`src/design/cpg_defs.svh`:
```
// Offsets, field positions, reset values and codes of the clock pulse generator
`ifndef CPG_DEFS_SVH
`define CPG_DEFS_SVH

// ----------------------------------------------------------------------------
// Register byte offsets
// ----------------------------------------------------------------------------
`define CPG_OFF_SBY        8'h00
`define CPG_OFF_LPW        8'h04
`define CPG_OFF_MSH        8'h08
`define CPG_OFF_MSL        8'h0c
`define CPG_OFF_STC        8'h10
`define CPG_OFF_MODE       8'h14
`define CPG_OFF_STAT       8'h18

// ----------------------------------------------------------------------------
// Field positions
// ----------------------------------------------------------------------------
`define CPG_SBY_SSBY       7
`define CPG_SBY_STS_MSB    6
`define CPG_SBY_STS_LSB    4
`define CPG_SBY_SCK_MSB    2
`define CPG_SBY_SCK_LSB    0
`define CPG_LPW_SUBCLOCK_INPUT_ENABLE      7
`define CPG_LPW_NOISE_SAMPLE_RATE_SELECT      6
`define CPG_STC_FLWIN      3

// ----------------------------------------------------------------------------
// Reset values
// ----------------------------------------------------------------------------
`define CPG_RST_SBY        8'h00
`define CPG_RST_LPW        8'h00
`define CPG_RST_MST        8'h00
`define CPG_RST_STC        8'h00

// ----------------------------------------------------------------------------
// Bus clock select codes and divider
// ----------------------------------------------------------------------------
`define CPG_SCK_FULL       3'h0
`define CPG_SCK_DIV32      3'h5
`define CPG_DIV_W          5
`define CPG_DIV_WRAP       5'h1f
`define CPG_SAMP_FAST_MASK 5'h03
`define CPG_SAMP_SLOW_MASK 5'h1f

// ----------------------------------------------------------------------------
// Mode request codes
// ----------------------------------------------------------------------------
`define CPG_REQ_RUN        3'h0
`define CPG_REQ_SLEEP      3'h1
`define CPG_REQ_SUBACT     3'h2
`define CPG_REQ_SUBSLEEP   3'h3
`define CPG_REQ_WATCH      3'h4
`define CPG_REQ_SWSTBY     3'h5

// ----------------------------------------------------------------------------
// Duty correction lower bound and oscillator frequency
// ----------------------------------------------------------------------------
`define CPG_DUTY_MIN_KHZ   5000
`define CPG_OSC_KHZ        20000

`endif

```
`src/design/cpg_pkg.sv`:
```
// Types shared by the clock pulse generator
package cpg_pkg;
    typedef enum logic [6:0] {
        CPG_RUN      = 7'b0000001,
        CPG_SLEEP    = 7'b0000010,
        CPG_SUBACT   = 7'b0000100,
        CPG_SUBSLEEP = 7'b0001000,
        CPG_WATCH    = 7'b0010000,
        CPG_SWSTBY   = 7'b0100000,
        CPG_HWSTBY   = 7'b1000000
    } cpg_mode_t;
    typedef logic [2:0] cpg_sck_t;
endpackage

```
`src/design/cpg_sync.sv`:
```
// Two-flop synchroniser for pin inputs
`timescale 1ns/100ps
module cpg_sync #(
    parameter int W = 1
) (
    input  wire logic         clk,
    input  wire logic         rst_n,
    input  wire logic [W-1:0] d,
    output logic      [W-1:0] q
);
    logic [W-1:0] meta_q;

    always_ff @(posedge clk or negedge rst_n) begin
        if (!rst_n) begin
            meta_q <= '0;
            q      <= '0;
        end else begin
            meta_q <= d;
            q      <= meta_q;
        end
    end
endmodule

```
`src/design/cpg_top.sv`:
```
// Clock pulse generator: dividers, bus clock select, subclock, power-down gating
// What this block is required to do
// RQ1: Duty correction only at 5 MHz or above
// RQ2: Divide system clock by 2,4,8,16,32
// RQ3: Bus master gets full or divided clock
// RQ4: Select code 000 full, 001-101 dividers
// RQ5: Select cleared before subactive or watch entry
// RQ6: Subclock needs pin input and enable
// RQ7: Keep subclock enable cleared when unused
// RQ8: Two subclock periods before power-down entry; mode_q changes on the mode write, with no wait
// RQ9: Noise-sample subclock at selectable divided rate
// RQ10: No subclock sampling in sub modes
// RQ11: Main oscillator clock in run and sleep
// RQ12: Subclock is system clock in sub modes
// RQ13: Timer clocks divide subclock-based system clock
// RQ14: Subactive runs CPU, timers, watchdogs only
// RQ15: Sleep stops CPU, peripherals keep running
// RQ16: Subsleep keeps only timers and watchdogs
// RQ17: Watch keeps only second watchdog
// RQ18: Software standby halts oscillator and everything
// RQ19: Hardware standby halts oscillator, resets everything
// RQ20: Module stop bits stop single peripherals
// RQ21: Power registers reachable only with window cleared
// RQ22: Glitch-free bus clock and source switching
`timescale 1ns/100ps
`include "cpg_defs.svh"
module cpg_top
    import cpg_pkg::*;
(
    input  wire logic        pclk,
    input  wire logic        presetn,
    input  wire logic [7:0]  paddr,
    input  wire logic        psel,
    input  wire logic        penable,
    input  wire logic        pwrite,
    input  wire logic [31:0] pwdata,
    output logic      [31:0] prdata,
    output logic             pready,
    output logic             pslverr,
    input  wire logic        subclock_pin,
    input  wire logic        hw_standby_n_pin,
    input  wire logic        wake_pin,
    output logic             duty_corr_en,
    output logic             osc_run,
    output logic             sys_clk_en,
    output logic [4:0]       med_clk_en,
    output logic             bus_clk_en,
    output logic             cpu_clk_en,
    output logic [15:0]      periph_clk_en,
    output logic             tmr_a_clk_en,
    output logic             tmr_b_clk_en,
    output logic             wdt_a_clk_en,
    output logic             wdt_b_clk_en,
    output logic             cpu_rst_n,
    output logic             periph_rst_n
);
    // ------------------------------------------------------------------------
    // State
    // ------------------------------------------------------------------------
    cpg_mode_t              mode_q;
    logic [7:0]             sby_q;
    logic [7:0]             lpw_q;
    logic [7:0]             msh_q;
    logic [7:0]             msl_q;
    logic [7:0]             stc_q;
    cpg_sck_t               sck_act_q;
    logic [`CPG_DIV_W-1:0]  div_q;
    logic                   sub_filt_q;
    logic                   sub_samp_q;
    logic                   sub_prev_q;
    logic [2:0]             pins_s;
    logic                   sub_s;
    logic                   hwstby_n_s;
    logic                   wake_s;
    logic                   sub_mode;
    logic                   phi_en;
    logic                   sub_tick;
    logic                   samp_en;
    logic [4:0]             med_en;
    logic                   bus_en;
    logic                   wr_en;
    logic                   rd_en;
    logic                   pwr_sel;
    logic                   hit;
    logic                   win_ok;
    logic [31:0]            rdata_d;
    logic [2:0]             req;
    logic                   osc_on;

    // ------------------------------------------------------------------------
    // Pin synchronisers
    // ------------------------------------------------------------------------
    cpg_sync #(.W(3)) u_sync (
        .clk   (pclk),
        .rst_n (presetn),
        .d     ({subclock_pin, hw_standby_n_pin, wake_pin}),
        .q     (pins_s)
    );
    assign sub_s      = pins_s[2];
    assign hwstby_n_s = pins_s[1];
    assign wake_s     = pins_s[0];

    // ------------------------------------------------------------------------
    // APB slave
    // ------------------------------------------------------------------------
    // Zero wait states; errors on unmapped or locked-out power registers
    assign pwr_sel = (paddr == `CPG_OFF_SBY) || (paddr == `CPG_OFF_LPW) ||
                     (paddr == `CPG_OFF_MSH) || (paddr == `CPG_OFF_MSL);
    assign win_ok  = !stc_q[`CPG_STC_FLWIN];
    assign hit     = (pwr_sel && win_ok) || (paddr == `CPG_OFF_STC) ||
                     (paddr == `CPG_OFF_MODE) || (paddr == `CPG_OFF_STAT);  // [RQ21]
    assign pready  = 1'b1;
    assign pslverr = psel && penable && !hit;
    assign wr_en   = psel && penable && pwrite && hit;
    assign rd_en   = psel && !penable && !pwrite;
    assign req     = pwdata[2:0];

    always_comb begin
        rdata_d = 32'h0000_0000;
        if (pwr_sel && !win_ok) begin
            rdata_d = 32'h0000_0000;                                      // [RQ21]
        end else begin
            unique case (paddr)
                `CPG_OFF_SBY:  rdata_d[7:0] = {sby_q[7:4], 1'b0, sby_q[2:0]};
                `CPG_OFF_LPW:  rdata_d[7:0] = lpw_q;
                `CPG_OFF_MSH:  rdata_d[7:0] = msh_q;
                `CPG_OFF_MSL:  rdata_d[7:0] = msl_q;
                `CPG_OFF_STC:  rdata_d[7:0] = stc_q;
                `CPG_OFF_STAT: rdata_d[10:0] = {duty_corr_en, sck_act_q, mode_q};
                default:       rdata_d = 32'h0000_0000;
            endcase
        end
    end

    always_ff @(posedge pclk or negedge presetn) begin
        if (!presetn) begin
            prdata <= 32'h0000_0000;
        end else if (rd_en) begin
            prdata <= rdata_d;
        end
    end

    always_ff @(posedge pclk or negedge presetn) begin
        if (!presetn) begin
            sby_q <= `CPG_RST_SBY;
            lpw_q <= `CPG_RST_LPW;
            msh_q <= `CPG_RST_MST;
            msl_q <= `CPG_RST_MST;
            stc_q <= `CPG_RST_STC;
        end else if (wr_en) begin
            unique case (paddr)
                `CPG_OFF_SBY: sby_q <= {pwdata[7:4], 1'b0, pwdata[2:0]};
                `CPG_OFF_LPW: lpw_q <= {pwdata[7:6], 6'h00};
                `CPG_OFF_MSH: msh_q <= pwdata[7:0];
                `CPG_OFF_MSL: msl_q <= pwdata[7:0];
                `CPG_OFF_STC: stc_q <= {4'h0, pwdata[3], 3'h0};
                default: ;
            endcase
        end
    end

    // ------------------------------------------------------------------------
    // Operating mode
    // ------------------------------------------------------------------------
    // Subactive and watch refused unless full-rate bus clock and subclock enabled
    always_ff @(posedge pclk or negedge presetn) begin
        if (!presetn) begin
            mode_q <= CPG_RUN;                                            // [RQ11]
        end else if (!hwstby_n_s) begin
            mode_q <= CPG_HWSTBY;                                         // [RQ19]
        end else begin
            unique case (mode_q)
                CPG_RUN, CPG_SUBACT: begin
                    if (wr_en && paddr == `CPG_OFF_MODE) begin
                        if (req == `CPG_REQ_SLEEP && mode_q == CPG_RUN) begin
                            mode_q <= CPG_SLEEP;
                        end else if (req == `CPG_REQ_SWSTBY && mode_q == CPG_RUN) begin
                            mode_q <= CPG_SWSTBY;
                        end else if (req == `CPG_REQ_RUN) begin
                            mode_q <= CPG_RUN;
                        end else if (req == `CPG_REQ_SUBSLEEP && mode_q == CPG_SUBACT) begin
                            mode_q <= CPG_SUBSLEEP;
                        end else if ((req == `CPG_REQ_SUBACT || req == `CPG_REQ_WATCH) &&
                                     sby_q[`CPG_SBY_SCK_MSB:`CPG_SBY_SCK_LSB] == `CPG_SCK_FULL &&
                                     lpw_q[`CPG_LPW_SUBCLOCK_INPUT_ENABLE]) begin         // [RQ5] [RQ6]
                            mode_q <= (req == `CPG_REQ_WATCH) ? CPG_WATCH : CPG_SUBACT;
                        end
                    end
                end
                CPG_SLEEP, CPG_SWSTBY, CPG_WATCH, CPG_HWSTBY: begin
                    if (wake_s || mode_q == CPG_HWSTBY) begin
                        mode_q <= CPG_RUN;                                // [RQ11]
                    end
                end
                CPG_SUBSLEEP: begin
                    if (wake_s) begin
                        mode_q <= CPG_SUBACT;
                    end
                end
            endcase
        end
    end

    assign sub_mode = (mode_q == CPG_SUBACT) || (mode_q == CPG_SUBSLEEP) ||
                      (mode_q == CPG_WATCH);

    // ------------------------------------------------------------------------
    // Subclock conditioning
    // ------------------------------------------------------------------------
    // Outside sub modes two matching samples needed; a single noisy sample is dropped
    assign samp_en = (lpw_q[`CPG_LPW_NOISE_SAMPLE_RATE_SELECT] ?
                      ((div_q & `CPG_SAMP_FAST_MASK) == `CPG_SAMP_FAST_MASK) :
                      ((div_q & `CPG_SAMP_SLOW_MASK) == `CPG_SAMP_SLOW_MASK)) && phi_en;

    always_ff @(posedge pclk or negedge presetn) begin
        if (!presetn) begin
            sub_samp_q <= 1'b0;
            sub_filt_q <= 1'b0;
        end else if (!lpw_q[`CPG_LPW_SUBCLOCK_INPUT_ENABLE]) begin
            sub_samp_q <= 1'b0;
            sub_filt_q <= 1'b0;
        end else if (sub_mode) begin
            sub_filt_q <= sub_s;                                          // [RQ10]
        end else if (samp_en) begin
            sub_samp_q <= sub_s;                                          // [RQ9]
            if (sub_samp_q == sub_s) begin
                sub_filt_q <= sub_s;                                      // [RQ9]
            end
        end
    end

    always_ff @(posedge pclk or negedge presetn) begin
        if (!presetn) begin
            sub_prev_q <= 1'b0;
        end else begin
            sub_prev_q <= sub_filt_q;
        end
    end

    assign sub_tick = sub_filt_q && !sub_prev_q;

    // ------------------------------------------------------------------------
    // System clock and dividers
    // ------------------------------------------------------------------------
    // Source follows the mode register, so it changes only between ticks
    // A net, not a function, so every mode change re-evaluates the source
    assign osc_on = (mode_q != CPG_SWSTBY) && (mode_q != CPG_HWSTBY);    // [RQ18] [RQ19]
    assign phi_en = sub_mode ? sub_tick : osc_on;                         // [RQ11] [RQ12] [RQ22]

    always_ff @(posedge pclk or negedge presetn) begin
        if (!presetn) begin
            div_q <= '0;
        end else if (phi_en) begin
            div_q <= div_q + 5'h01;                                       // [RQ2]
        end
    end

    generate
        for (genvar k = 0; k < 5; k++) begin : g_med
            assign med_en[k] = phi_en && (div_q[k:0] == {(k+1){1'b1}});   // [RQ2] [RQ13]
        end
    endgenerate

    // New select takes effect only where every divided phase ends together
    always_ff @(posedge pclk or negedge presetn) begin
        if (!presetn) begin
            sck_act_q <= `CPG_SCK_FULL;
        end else if (phi_en && div_q == `CPG_DIV_WRAP &&
                     sby_q[`CPG_SBY_SCK_MSB:`CPG_SBY_SCK_LSB] <= `CPG_SCK_DIV32) begin
            sck_act_q <= sby_q[`CPG_SBY_SCK_MSB:`CPG_SBY_SCK_LSB];       // [RQ22] [RQ4]
        end
    end

    always_comb begin
        bus_en = phi_en;
        if (sck_act_q != `CPG_SCK_FULL) begin
            bus_en = med_en[sck_act_q - 3'h1];                            // [RQ3] [RQ4]
        end
    end

    // ------------------------------------------------------------------------
    // Output gating (registered, one cycle after the tick)
    // ------------------------------------------------------------------------
    always_ff @(posedge pclk or negedge presetn) begin
        if (!presetn) begin
            duty_corr_en  <= 1'b0;
            osc_run       <= 1'b0;
            sys_clk_en    <= 1'b0;
            med_clk_en    <= 5'h00;
            bus_clk_en    <= 1'b0;
            cpu_clk_en    <= 1'b0;
            periph_clk_en <= 16'h0000;
            tmr_a_clk_en  <= 1'b0;
            tmr_b_clk_en  <= 1'b0;
            wdt_a_clk_en  <= 1'b0;
            wdt_b_clk_en  <= 1'b0;
            cpu_rst_n     <= 1'b0;
            periph_rst_n  <= 1'b0;
        end else begin
            duty_corr_en  <= osc_on && !sub_mode &&
                             (`CPG_OSC_KHZ >= `CPG_DUTY_MIN_KHZ);         // [RQ1]
            osc_run       <= osc_on;                                      // [RQ18]
            sys_clk_en    <= phi_en;
            med_clk_en    <= med_en;                                      // [RQ13]
            bus_clk_en    <= bus_en && (mode_q == CPG_RUN || mode_q == CPG_SUBACT);
            cpu_clk_en    <= phi_en && (mode_q == CPG_RUN ||
                                        mode_q == CPG_SUBACT);            // [RQ14] [RQ15]
            periph_clk_en <= {16{phi_en && (mode_q == CPG_RUN || mode_q == CPG_SLEEP)}}
                             & ~{msh_q, msl_q};                           // [RQ15] [RQ20]
            tmr_a_clk_en  <= phi_en && !(mode_q == CPG_WATCH);            // [RQ16] [RQ17]
            tmr_b_clk_en  <= phi_en && !(mode_q == CPG_WATCH);            // [RQ14] [RQ16]
            wdt_a_clk_en  <= phi_en && !(mode_q == CPG_WATCH);            // [RQ14] [RQ17]
            wdt_b_clk_en  <= phi_en;                                      // [RQ17]
            cpu_rst_n     <= (mode_q != CPG_HWSTBY);                      // [RQ19]
            periph_rst_n  <= (mode_q != CPG_HWSTBY);                      // [RQ19]
        end
    end
endmodule

```
`config.mk`:
```
export PLATFORM = sky130hd
export DESIGN_NAME = cpg_top
export DESIGN_NICKNAME = d
export VERILOG_FILES = /design/src/design/cpg_pkg.sv /design/src/design/cpg_sync.sv /design/src/design/cpg_top.sv
export VERILOG_INCLUDE_DIRS = /design/src /design/src/design
export SDC_FILE = /design/constraint.sdc
export NUM_CORES = 1
export LEC_CHECK = 0
export BUFFER_PORTS_ARGS = -buffer_cell sky130_fd_sc_hd__buf_2
export CAP_MARGIN = 20
export CORE_MARGIN = 2
export CORE_UTILIZATION = 40
export DETAILED_ROUTE_END_ITERATION = 12
export SYNTH_ARGS = -nofsm -noshare
export SYNTH_HDL_FRONTEND = slang
export SYNTH_SLANG_ARGS = --single-unit
```
`constraint.sdc`:
```
create_clock -name pclk -period 4.5 [get_ports pclk]
set_input_delay 0.225 -clock pclk [delete_from_list [all_inputs] [get_ports pclk]]
set_output_delay 0.225 -clock pclk [all_outputs]
set_load 0.01 [all_outputs]
```
# ---- After elaboration in Yosys (flattened, before gate mapping)
# Cells that the tools add are included.
dict set report word_totals {
  regBits 110
  out_inout_bits 66
  wordCells 149
}
dict set report op_classes {
  n_addsub 2
  magnitude_cmp 2
  eq_ne 33
  mux 26
  bitwise 2
  reduce_logical 61
}
# cell n
set ops {}
lappend ops {{$mux 7} 9}
lappend ops {{$pmux 8 s6} 1}
lappend ops {{$logic_and 1x1->1} 28}
lappend ops {{$eq 8x5->1 const B} 3}
lappend ops {{$pmux 7 s3} 1}
lappend ops {{$and 16x16->16} 1}
lappend ops {{$eq 8x4->1 const B} 2}
lappend ops {{$not 16->16} 1}
lappend ops {{$ne 7x7->1 const B} 2}
lappend ops {{$reduce_and 2->1} 7}
lappend ops {{$logic_or 1x1->1} 12}
lappend ops {{$mux 1} 11}
lappend ops {{$mux 11} 1}
lappend ops {{$eq 3x3->1 const B} 3}
lappend ops {{$ne 3x3->1 const B} 3}
lappend ops {{$eq 8x3->1 const B} 1}
lappend ops {{$logic_not 8->1} 1}
lappend ops {{$eq 7x1->1 const B} 1}
lappend ops {{$eq 7x2->1 const B} 1}
lappend ops {{$eq 7x3->1 const B} 1}
lappend ops {{$eq 7x4->1 const B} 1}
lappend ops {{$eq 7x5->1 const B} 1}
lappend ops {{$eq 7x6->1 const B} 1}
lappend ops {{$eq 7x7->1 const B} 1}
lappend ops {{other kinds (23)} 32}

# ---- Longest topological paths before layout
# Gate-level depths: netlist of run 1.
dict set report logic_depth {
  depth_word 13
  depth_mapped 8
  mapped_depth_nobuf 7
}

# ---- Hierarchy
# Synthesis of run 1 repeated with hierarchy kept, for this count alone.
dict set report hier_totals {
  cells_unflattened 392
  hier_area_um2 4309.1
}
# module n_inst cells_each area_per_inst_um2 seq_area_each_um2
set modules_own_cells {}
lappend modules_own_cells {cpg_top 1 386 4159.0 2078.2}
lappend modules_own_cells {cpg_sync 1 6 150.1 150.1}

# ---- Worst setup path after synthesis of run 1
# No wires, ideal clock.
dict set report synth_timing {
  path_kind {input port to flip-flop}
  startpoint {input port paddr[5]}
  endpoint {register sby_q[0]}
  setup_time_ns 0.125
  arrival_ns 2.006
  path_slack_ns 2.369
  cell_stages 6
  cell_sequence {or3_1 or3_1 clkbuf_2 or4_1 buf_6 mux2_4}
}
dict set report synth_via {
  elab_chain_len 10
  word_cells_on_any_way 16
}
# item line
set synth_rtl {}
lappend synth_rtl {{start, declared} cpg_top.sv:32} ;# input wire logic [7:0] paddr,
lappend synth_rtl {{$eq 8x3->1 / $logic_not 8->1 (equally long branches)} n/a}
lappend synth_rtl {{$logic_or 1x1->1 (3 in series)} cpg_top.sv:107} ;# assign pwr_sel = (paddr == `CPG_OFF_SBY) || (paddr == `CPG_OFF_LPW) ||
lappend synth_rtl {{$logic_and 1x1->1} cpg_top.sv:110} ;# assign hit = (pwr_sel && win_ok) || (paddr == `CPG_OFF_STC) ||
lappend synth_rtl {{$logic_or 1x1->1 (3 in series)} cpg_top.sv:110}
lappend synth_rtl {{$logic_and 1x1->1} cpg_top.sv:114} ;# assign wr_en = psel && penable && pwrite && hit;
lappend synth_rtl {{$reduce_and 2->1 (no source line) (*)} n/a}
lappend synth_rtl {{end signal, assigned} cpg_top.sv:145} ;# sby_q <= `CPG_RST_SBY;
lappend synth_rtl {{end signal, assigned} cpg_top.sv:152} ;# `CPG_OFF_SBY: sby_q <= {pwdata[7:4], 1'b0, pwdata[2:0]};
lappend synth_rtl {{end, declared} cpg_top.sv:61} ;# logic [7:0] sby_q;
# Mark *: on every way between the ends. The rest lies on a longest branch, timed or not.
# A chain may end at the register's enable or synchronous reset.

# ---- Worst setup path in the final report of run 1
dict set report layout_timing {
  startpoint {register mode_q[4]}
  endpoint {register div_q[2]}
}
dict set report layout_via {
  elab_chain_len 4
  word_cells_on_any_way 9
}
# item line
set layout_rtl {}
lappend layout_rtl {{start, declared} cpg_top.sv:60} ;# cpg_mode_t mode_q;
lappend layout_rtl {{start signal, assigned} cpg_top.sv:186} ;# mode_q <= (req == `CPG_REQ_WATCH) ? CPG_WATCH : CPG_SUBACT;
lappend layout_rtl {{$eq 7x3->1 / $eq 7x4->1 (equally long branches)} cpg_top.sv:204} ;# assign sub_mode = (mode_q == CPG_SUBACT) || (mode_q == CPG_SUBSLEEP) ||
lappend layout_rtl {{$logic_or 1x1->1 (2 in series)} cpg_top.sv:204}
lappend layout_rtl {{$mux 1 (*)} cpg_top.sv:248} ;# assign phi_en = sub_mode ? sub_tick : osc_on;
lappend layout_rtl {{end signal, assigned} cpg_top.sv:254} ;# div_q <= div_q + 5'h01;
lappend layout_rtl {{end, declared} cpg_top.sv:67} ;# logic [`CPG_DIV_W-1:0] div_q;
# Marked as above.

==> impl_metrics.py, run 1 <==
metrics = {
    "status": {
        "outcome": "complete, no violations",
    },
    "timing": {
        "finClkSkew_ns": 0.01151,
        "setup-tns-final_ns": 0,
        "period_minus_slack_ns": 2.674,
        "rsz0062_at_grt": "false",
        "hold_viol": 0,
        "max_clock_freq_mhz": 373.9,
        "slew_headroom": 0.3573,
        "worst_pin_slew_ns": 0.9622,
        "period_share": 0.5943,
        "worst_slack_ns": 1.826,
        "slew_viol_final": 0,
        "finalSetupViolCount": 0,
    },
    "critical_path": {
        "critical-path-max-stage-delay_ns": 0.83,
        "crit_type": "reg2reg",
        "path_max_fanout": 16,
        "cpMaxStageDelayCell": "a211oi_2",
        "crit_chain": "nor3_2 > o21ai_0 > a211oi_2 > mux2_2",
        "critPathLaunchType": "flip-flop",
        "required_ns": 4.75,
        "crit_arrival_ns": 2.92,
        "end_kind": "flip-flop",
    },
    "floorplanning": {
        "die_width_um": 107.1,
        "core_um2": 10320,
        "rows": 37,
        "start_util": 0.4120,
        "io_pins": 114,
        "die_h_um": 107.1,
        "fp.dieArea_um2": 11470,
    },
    "yosys": {
        "synth_top_area_share": 0.5178,
        "ys_seq_area_frac": 0.5240,
        "synth_edf_count": 0,
        "ys_seq_elements": 89,
        "syn-cell-area_um2": 4253,
        "synth.distinct_cells": 59,
        "syn_avg_cell_area_um2": 10.96,
        "synth_top_cell_by_area": "dfrtp_1",
        "synth_flop_cell": "dfrtp_1",
        "synth_cells": 388,
        "ys_warn_count": 0,
        "synthArstFlopShare": 1.000,
        "yosys-top-cells-area": "dfrtp_1, mux2_2, buf_4, nor2_1, nand2_1",
    },
    "placed_design": {
        "detailed_place_hpwl_um": 6514,
        "port_buffers": 67,
        "post-place-ws_ns": 1.836,
        "routabilityCongestion": 0.8186,
        "placed_area_um2": 4572,
    },
    "power": {
        "ir_drop_mv": 0.1809,
        "p_leak_nw": 2.339,
        "p_per_area_nw_per_um2": 440.9,
    },
    "global_route": {
        "grt_pass1_vias": 2892,
        "grtUsageTotal": 0.1657,
        "grt_max_degree": 55,
        "grt_pass1_wl_um": 14670,
        "grt_overflow": 0,
        "antenna_found_initial": 0,
    },
    "clock_network": {
        "cts.sinks": 89,
        "cts_root_buf": "clkbuf_8",
        "htreeDepth": 3,
        "path_clk_slew_ns": 0.11,
        "insertion_delay_ns": 0.37,
        "clockBufferDepth": 2,
        "cts_tree": "built",
        "cts_buffers": 9,
    },
    "drt": {
        "ant_nets": 0,
        "vias": 3011,
        "wire_per_inst_um": 15.35,
        "wl_um": 9027,
        "drtIter0Drc": 199,
        "drcViolationCount": 0,
        "dr.pass1.iters": 4,
        "viasPerCell": 5.121,
    },
    "cells_and_area": {
        "nFillCells": 970,
        "drive_above_1_share": 0.2854,
        "area_delta_synth_final_pct": 12.95,
        "antenna_cells": 0,
        "final_area_um2": 4803,
        "final_cell_mix": "dfrtp_1, buf_2, nor2_1, nand2_1, mux2_2",
        "nets": 500,
        "mostFrequentLayoutCell": "dfrtp_1",
    },
    "job": {
        "maxCapViolCount": 0,
    },
    "hold_path": {
        "hold_class": "in2reg",
    },
}
[synthesized netlist by cell type (all sizes together) (5+ instances only)]
master,count
nor3,7
nor2b,10
nor4,5
ha,5
inv,10
buf,33
xor2,5
nand2,29
clkbuf,11
nor2,36
and3,5
or2,5
mux2i,5
dfrtp,88
a22oi,8
mux2,32
nand3,6
o21ai,19
a31oi,6
a221oi,8
[kinds of logic after synthesis]
family,after synthesis,share of synthesized area
compound gates,64,0.1039
other cells,2,0.001766
buf+inv,54,0.07414
flops,89,0.5240
simple gates,127,0.1580
fa+ha+maj,6,0.01706
xor+xnor,9,0.01853
mux,37,0.1027
[stage by stage]
stage | hold WS (ns) | instances | utilization | total power (W)
detailed placement | 0.2201 | 568 | 0.4429 | 0.001604
floorplan | -0.07059 | 408 | - | 0.001444
global route | 0.1085 | 588 | 0.4653 | 0.002257
CTS | 0.09907 | 588 | 0.4653 | 0.002139
global placement | 0.2155 | 568 | 0.4429 | 0.001591
finish | 0.1100 | 588 | 0.4653 | 0.002118
[critical path, delay by kind of cell, from the launching register on]
| family | cells | cell delay, ns |
|---|---|---|
| AOI/OAI and AO/OA | 2 | 1.07 |
| DFF | 1 | 0.58 |
| and+or+nand+nor | 1 | 0.50 |
| muxes | 1 | 0.41 |
[report_power, final]
part / switching, W / internal, W
clock network: 0.000315 / 0.000217
logic: 0.000324 / 0.000252
registers: 0.0000910 / 0.000919
total: 0.000730 / 0.00139
[flip-flops by register name, summed over array words and instances, names as in the netlist, 5 cells and up]
name / count
periph_clk_en: 16
prdata: 11
msh_q: 8
msl_q: 8
mode_q: 7
sby_q: 7
div_q: 5
med_clk_en: 5
[path summary, 6_finish.rpt]
path | start | endpoint | slack [ns] | depth (start not counted)
worst max-delay path | mode_q[4] | div_q[2] | 1.83 | 4
worst min-delay path | pwdata[4] | sby_q[4] | 0.11 | 2
worst max register to register | mode_q[4] | div_q[2] | 1.83 | 4
worst min register to register | u_sync.meta_q[2] | u_sync.q[2] | 0.36 | 0
max in group asynchronous | presetn | cpu_clk_en | 3.10 | 3
min in group asynchronous | presetn | wdt_a_clk_en | 0.37 | 2
[metal layers]
layer,vias up,share of wire,track usage
met4,0,0.018,0.07236
met3,13,0.043,0.02249
met2,80,0.48,0.2572
met5,-,0,0
li1,1434,-,-
met1,1484,0.46,0.2317
[area by class of cell]
class                           instances  area, µm²  area share
Sequential cell                        89       2228      0.4639
Timing Repair Buffer                   72      385.4     0.08023
Multi-Input combinational cell        265       1790      0.3728
Clock inverter                          7      67.56     0.01407
Clock buffer                            9      123.9     0.02579
Inverter                               10      37.54    0.007815
Tap cell                              136      170.2     0.03543
[timing repair]
item,4_1_cts,5_1_grt
gates resized for setup,0,0
setup buffers,0,0
endpoints found under the hold margin,37,0
hold buffers,4,0
(Power assumes the default switching activity.)
==> run 2: changes to the inputs <==
Clock period 4.5 ns to 2.5 ns, I/O delays scaled along.
==> impl_metrics.py, run 2 (synthesis gave the netlist of run 1 again) <==
metrics = {
    "critical_path": {
        "path_buf_inv": 1,
        "path_max_fanout": 16,
        "crit_type": "reg2reg",
        "cpMaxStageDelayCell": "a2111oi_0",
        "end_kind": "flip-flop",
        "cp_top_family": "compound AO/OA/AOI/OAI gates",
        "critPathLaunchType": "flip-flop",
        "critical-path-max-stage-delay_ns": 0.62,
        "crit_chain": "o21a_1 > a2111oi_0 > a211oi_2 > buf_12 > or3b_2 > a21oi_1",
        "required_ns": 2.79,
        "crit_arrival_ns": 2.64,
    },
    "cells_and_area": {
        "drive_above_1_share": 0.3092,
        "regMostFlops": "periph_clk_en",
        "nets": 517,
        "nFillCells": 965,
        "top_regs": "periph_clk_en (16), prdata (11)",
        "largest_reg_flops": 16,
        "final_cell_mix": "dfrtp_1, buf_2, nor2_1, nand2_1, mux2_2",
        "mostFrequentLayoutCell": "dfrtp_1",
        "antenna_cells": 0,
        "layout.cells.non_filler": 605,
        "area_delta_synth_final_pct": 17.18,
    },
    "power": {
        "switchingPower_w": 0.001310,
        "power_frac_seq": 0.440,
        "p_sw_frac": 0.3221,
        "ir_drop_mv": 0.4232,
        "power_frac_clock": 0.272,
        "p_leak_nw": 2.448,
        "p_comb_frac": 0.287,
        "p_per_area_nw_per_um2": 815.8,
        "power.internal_w": 0.002756,
    },
    "timing": {
        "hold_viol": 0,
        "finClkSkew_ns": 0.01302,
        "finalSetupViolCount": 0,
        "worst_pin_slew_ns": 0.6635,
        "rsz0062_at_grt": "false",
        "period_share": 0.9421,
        "period_minus_slack_ns": 2.355,
        "slew_headroom": 0.5462,
        "slew_viol_final": 0,
        "max_clock_freq_mhz": 424.6,
        "setup-tns-final_ns": 0,
        "worst_slack_ns": 0.1448,
        "whs_ns": 0.01364,
    },
    "drt": {
        "wl_um": 9553,
        "drcViolationCount": 0,
        "vias": 3080,
        "dr.pass1.iters": 4,
        "viasPerCell": 5.091,
        "wire_per_inst_um": 15.79,
        "ant_nets": 0,
        "drtIter0Drc": 156,
    },
    "clock_network": {
        "insertion_delay_ns": 0.36,
        "cts_buffers": 9,
        "cts_tree": "built",
        "cts_root_buf": "clkbuf_8",
        "cts_setup_buffers": 0,
        "ctsHoldBuffers": 4,
        "cts_resized": 0,
        "path_clk_slew_ns": 0.10,
        "cts.sinks": 89,
        "htreeDepth": 3,
        "clockBufferDepth": 2,
    },
    "global_route": {
        "grt_max_degree": 51,
        "grtUsageTotal": 0.1765,
        "grt_overflow": 0,
        "grt_pass1_wl_um": 15480,
        "antenna_found_initial": 0,
        "grt_pass1_vias": 2962,
    },
    "placed_design": {
        "post-place-ws_ns": 0.1864,
        "detailed_place_hpwl_um": 6975,
        "port_buffers": 67,
        "dp_cells": 585,
        "routabilityCongestion": 0.8972,
    },
    "floorplanning": {
        "start_util": 0.4120,
        "rows": 37,
        "core_um2": 10320,
        "fp.dieArea_um2": 11470,
        "die_h_um": 107.1,
        "die_width_um": 107.1,
        "io_pins": 114,
    },
    "status": {
        "outcome": "complete, no violations",
    },
    "job": {
        "maxCapViolCount": 0,
    },
    "hold_path": {
        "hold_class": "in2reg",
    },
}
run 2: cell types whose count changed in the layout (fill, tap and decap cells not counted):
cell	previous run	this run
buf_12	0	2
nor4_2	1	0
bufinv_16	0	2
inv_8	3	1
clkinv_2	0	1
inv_6	2	1
buf_4	2	17
nor4_1	3	4
run 2: worst paths after layout:
check	from	to	slack, ns	depth (start not counted)
worst min-delay path	pwdata[4]	sby_q[4]	0.01	2
worst max register to register	mode_q[4]	sck_act_q[1]	0.14	6
worst min register to register	u_sync.meta_q[0]	u_sync.q[0]	0.36	0
worst max-delay path	mode_q[4]	sck_act_q[1]	0.14	6
max in group asynchronous	presetn	sby_q[7]	1.52	3
min in group asynchronous	presetn	wdt_b_clk_en	0.33	2
run 2: layout make-up:
cell class,instances,area (µm²),share of cell area
Clock buffer,9,123.9,0.02486
Clock inverter,7,101.3,0.02034
Inverter,10,37.54,0.007532
Multi-Input combinational cell,265,1784,0.3580
Sequential cell,89,2228,0.4472
Tap cell,136,170.2,0.03415
Timing Repair Buffer,89,538.0,0.1080
run 2: through the flow:
step | power, W | cell area, µm² | utilization
global placement | 0.002959 | 4718 | 0.4570
global route | 0.004311 | 4984 | 0.4827
floorplan | 0.002599 | 4328 | -
detailed placement | 0.002989 | 4718 | 0.4570
CTS | 0.004097 | 4984 | 0.4827
finish | 0.004066 | 4984 | 0.4827
run 2: layer usage:
| layer | wire length, µm | global-route usage | up-vias |
|---|---|---|---|
| met5 | 0 | 0 | - |
| met4 | 166 | 0.06772 | 0 |
| met3 | 432 | 0.02979 | 11 |
| met2 | 4518 | 0.2762 | 81 |
| met1 | 4435 | 0.2454 | 1511 |
| li1 | - | - | 1477 |
run 2: power groups by stage:
stage               clock [W]  combinational (W)  sequential, W
floorplan                   0           0.000758        0.00184
global placement            0            0.00115        0.00181
detailed placement          0            0.00117        0.00182
CTS                   0.00113            0.00118        0.00179
global route          0.00119            0.00130        0.00182
finish                0.00111            0.00117        0.00179
==> run 3: changes to the inputs <==
Settings changed: CORE_ASPECT_RATIO from default to 0.8, MAX_ROUTING_LAYER from default to met4.
==> impl_metrics.py, run 3 (synthesis gave the netlist of run 1 again) <==
metrics = {
    "global_route": {
        "antenna_found_initial": 0,
        "grt_overflow": 0,
        "grt_pass1_wl_um": 14970,
        "grt_pass1_vias": 2879,
        "grtUsageTotal": 0.1762,
        "grt_max_degree": 90,
    },
    "critical_path": {
        "critical-path-max-stage-delay_ns": 0.55,
        "crit_chain": "or4b_1 > maj3_1 > o211ai_1 > and3_1 > mux2i_1",
        "end_kind": "flip-flop",
        "crit_arrival_ns": 2.52,
        "crit_type": "reg2reg",
        "path_max_fanout": 5,
        "required_ns": 2.76,
        "critPathLaunchType": "flip-flop",
        "cpMaxStageDelayCell": "or4b_1",
    },
    "power": {
        "p_sw_frac": 0.3061,
        "p_leak_nw": 2.497,
        "p_per_area_nw_per_um2": 860.9,
        "switchingPower_w": 0.001342,
        "power_frac_clock": 0.333,
        "p_total_w": 0.004384,
        "power_frac_seq": 0.408,
        "power.internal_w": 0.003042,
        "p_comb_frac": 0.259,
        "ir_drop_mv": 0.3626,
    },
    "timing": {
        "period_minus_slack_ns": 2.255,
        "whs_ns": 0.04570,
        "slew_headroom": 0.5031,
        "setup-tns-final_ns": 0,
        "hold_viol": 0,
        "slew_viol_final": 0,
        "period_share": 0.9020,
        "rsz0062_at_grt": "false",
        "worst_pin_slew_ns": 0.7266,
        "finClkSkew_ns": 0.008300,
        "finalSetupViolCount": 0,
        "max_clock_freq_mhz": 443.5,
    },
    "job": {
        "maxCapViolCount": 0,
    },
    "floorplanning": {
        "io_pins": 114,
        "core_um2": 10280,
        "die_width_um": 119.3,
        "start_util": 0.4137,
        "rows": 33,
        "die_h_um": 96.23,
        "fp.dieArea_um2": 11480,
    },
    "status": {
        "outcome": "complete, no violations",
    },
    "cells_and_area": {
        "area_delta_synth_final_pct": 19.74,
        "antenna_cells": 0,
        "regMostFlops": "periph_clk_en",
        "final_area_um2": 5092,
        "multiInputGateArea_um2": 1784,
        "final_cell_mix": "dfrtp_1, buf_2, nor2_1, nand2_1, mux2_2",
        "nFillCells": 953,
        "drive_above_1_share": 0.3121,
        "nets": 519,
        "largest_reg_flops": 16,
        "mostFrequentLayoutCell": "dfrtp_1",
        "regArea_um2": 2228,
        "top_regs": "periph_clk_en (16), prdata (11)",
    },
    "drt": {
        "wire_per_inst_um": 15.31,
        "dr.pass1.iters": 4,
        "ant_nets": 0,
        "viasPerCell": 5.069,
        "drtIter0Drc": 269,
        "wl_um": 9352,
        "drcViolationCount": 0,
        "vias": 3097,
    },
    "clock_network": {
        "cts_setup_buffers": 0,
        "clockBufferDepth": 2,
        "cts_tree": "built",
        "htreeDepth": 3,
        "cts_resized": 0,
        "cts.sinks": 89,
        "path_clk_slew_ns": 0.07,
        "ctsHoldBuffers": 4,
        "insertion_delay_ns": 0.34,
        "cts_buffers": 9,
        "cts_root_buf": "clkbuf_16",
    },
    "placed_design": {
        "detailed_place_hpwl_um": 6758,
        "port_buffers": 67,
        "routabilityCongestion": 0.9031,
        "placed_area_um2": 4726,
    },
    "hold_path": {
        "hold_class": "in2reg",
    },
}
## run 3: cell count changes in the layout (fill, tap and decap cells not counted), sizes merged
cell / previous run / this run
buf: 85 / 87
clkinv: 2 / 1
clkinvlp: 1 / 2
## run 3: per-stage QoR
stage / util / std cells / setup WS, ns
4_1_cts: 0.4953 / 611 / 0.2470
3_3_place_gp: 0.4597 / 591 / 0.2325
6_report: 0.4953 / 611 / 0.2451
3_5_place_dp: 0.4597 / 591 / 0.1930
2_1_floorplan: - / 408 / 0.4250
5_1_grt: 0.4953 / 611 / 0.1518
## run 3: final cells by class
class,count,area share
Sequential cell,89,0.4376
Multi-Input combinational cell,265,0.3504
Timing Repair Buffer,91,0.1061
Clock buffer,9,0.04423
Tap cell,140,0.03440
Clock inverter,7,0.01990
Inverter,10,0.007371
## run 3: power groups by stage
| stage | clock, W | sequential, W | combinational [W] |
|---|---|---|---|
| after floorplan | 0 | 0.00184 | 0.000758 |
| after global placement | 0 | 0.00181 | 0.00111 |
| after detailed placement | 0 | 0.00181 | 0.00114 |
| after CTS | 0.00150 | 0.00179 | 0.00114 |
| after global routing | 0.00155 | 0.00182 | 0.00127 |
| final | 0.00146 | 0.00179 | 0.00113 |
## run 3: final timing paths
path	startpoint	endpoint	slack (ns)	cells after the start
max	sby_q[2]	mode_q[1]	0.25	5
min	pwdata[5]	msh_q[5]	0.05	2
max reg2reg	sby_q[2]	mode_q[1]	0.25	5
min reg2reg	u_sync.meta_q[1]	u_sync.q[1]	0.35	0
max in group asynchronous	presetn	mode_q[0]	1.77	3
min in group asynchronous	presetn	msl_q[3]	0.37	3
## run 3: metal layers
metal	track usage	wire length, µm	share of wire	vias up
met5	-	0	0	-
met4	0.05655	82	0.0088	0
met3	0.04088	540	0.058	6
met2	0.2625	4256	0.46	79
met1	0.2398	4472	0.48	1531
li1	-	-	-	1481
## run 3: worst max-delay path: cells and delay by family (launching register included)
| kind | cells | cell delay, ns |
|---|---|---|
| multiplexers | 1 | 0.22 |
| AO/OA/AOI/OAI | 1 | 0.25 |
| AND/OR/NAND/NOR | 2 | 0.90 |
| adder cells (fa/ha/maj) | 1 | 0.36 |
| flip-flops | 1 | 0.44 |
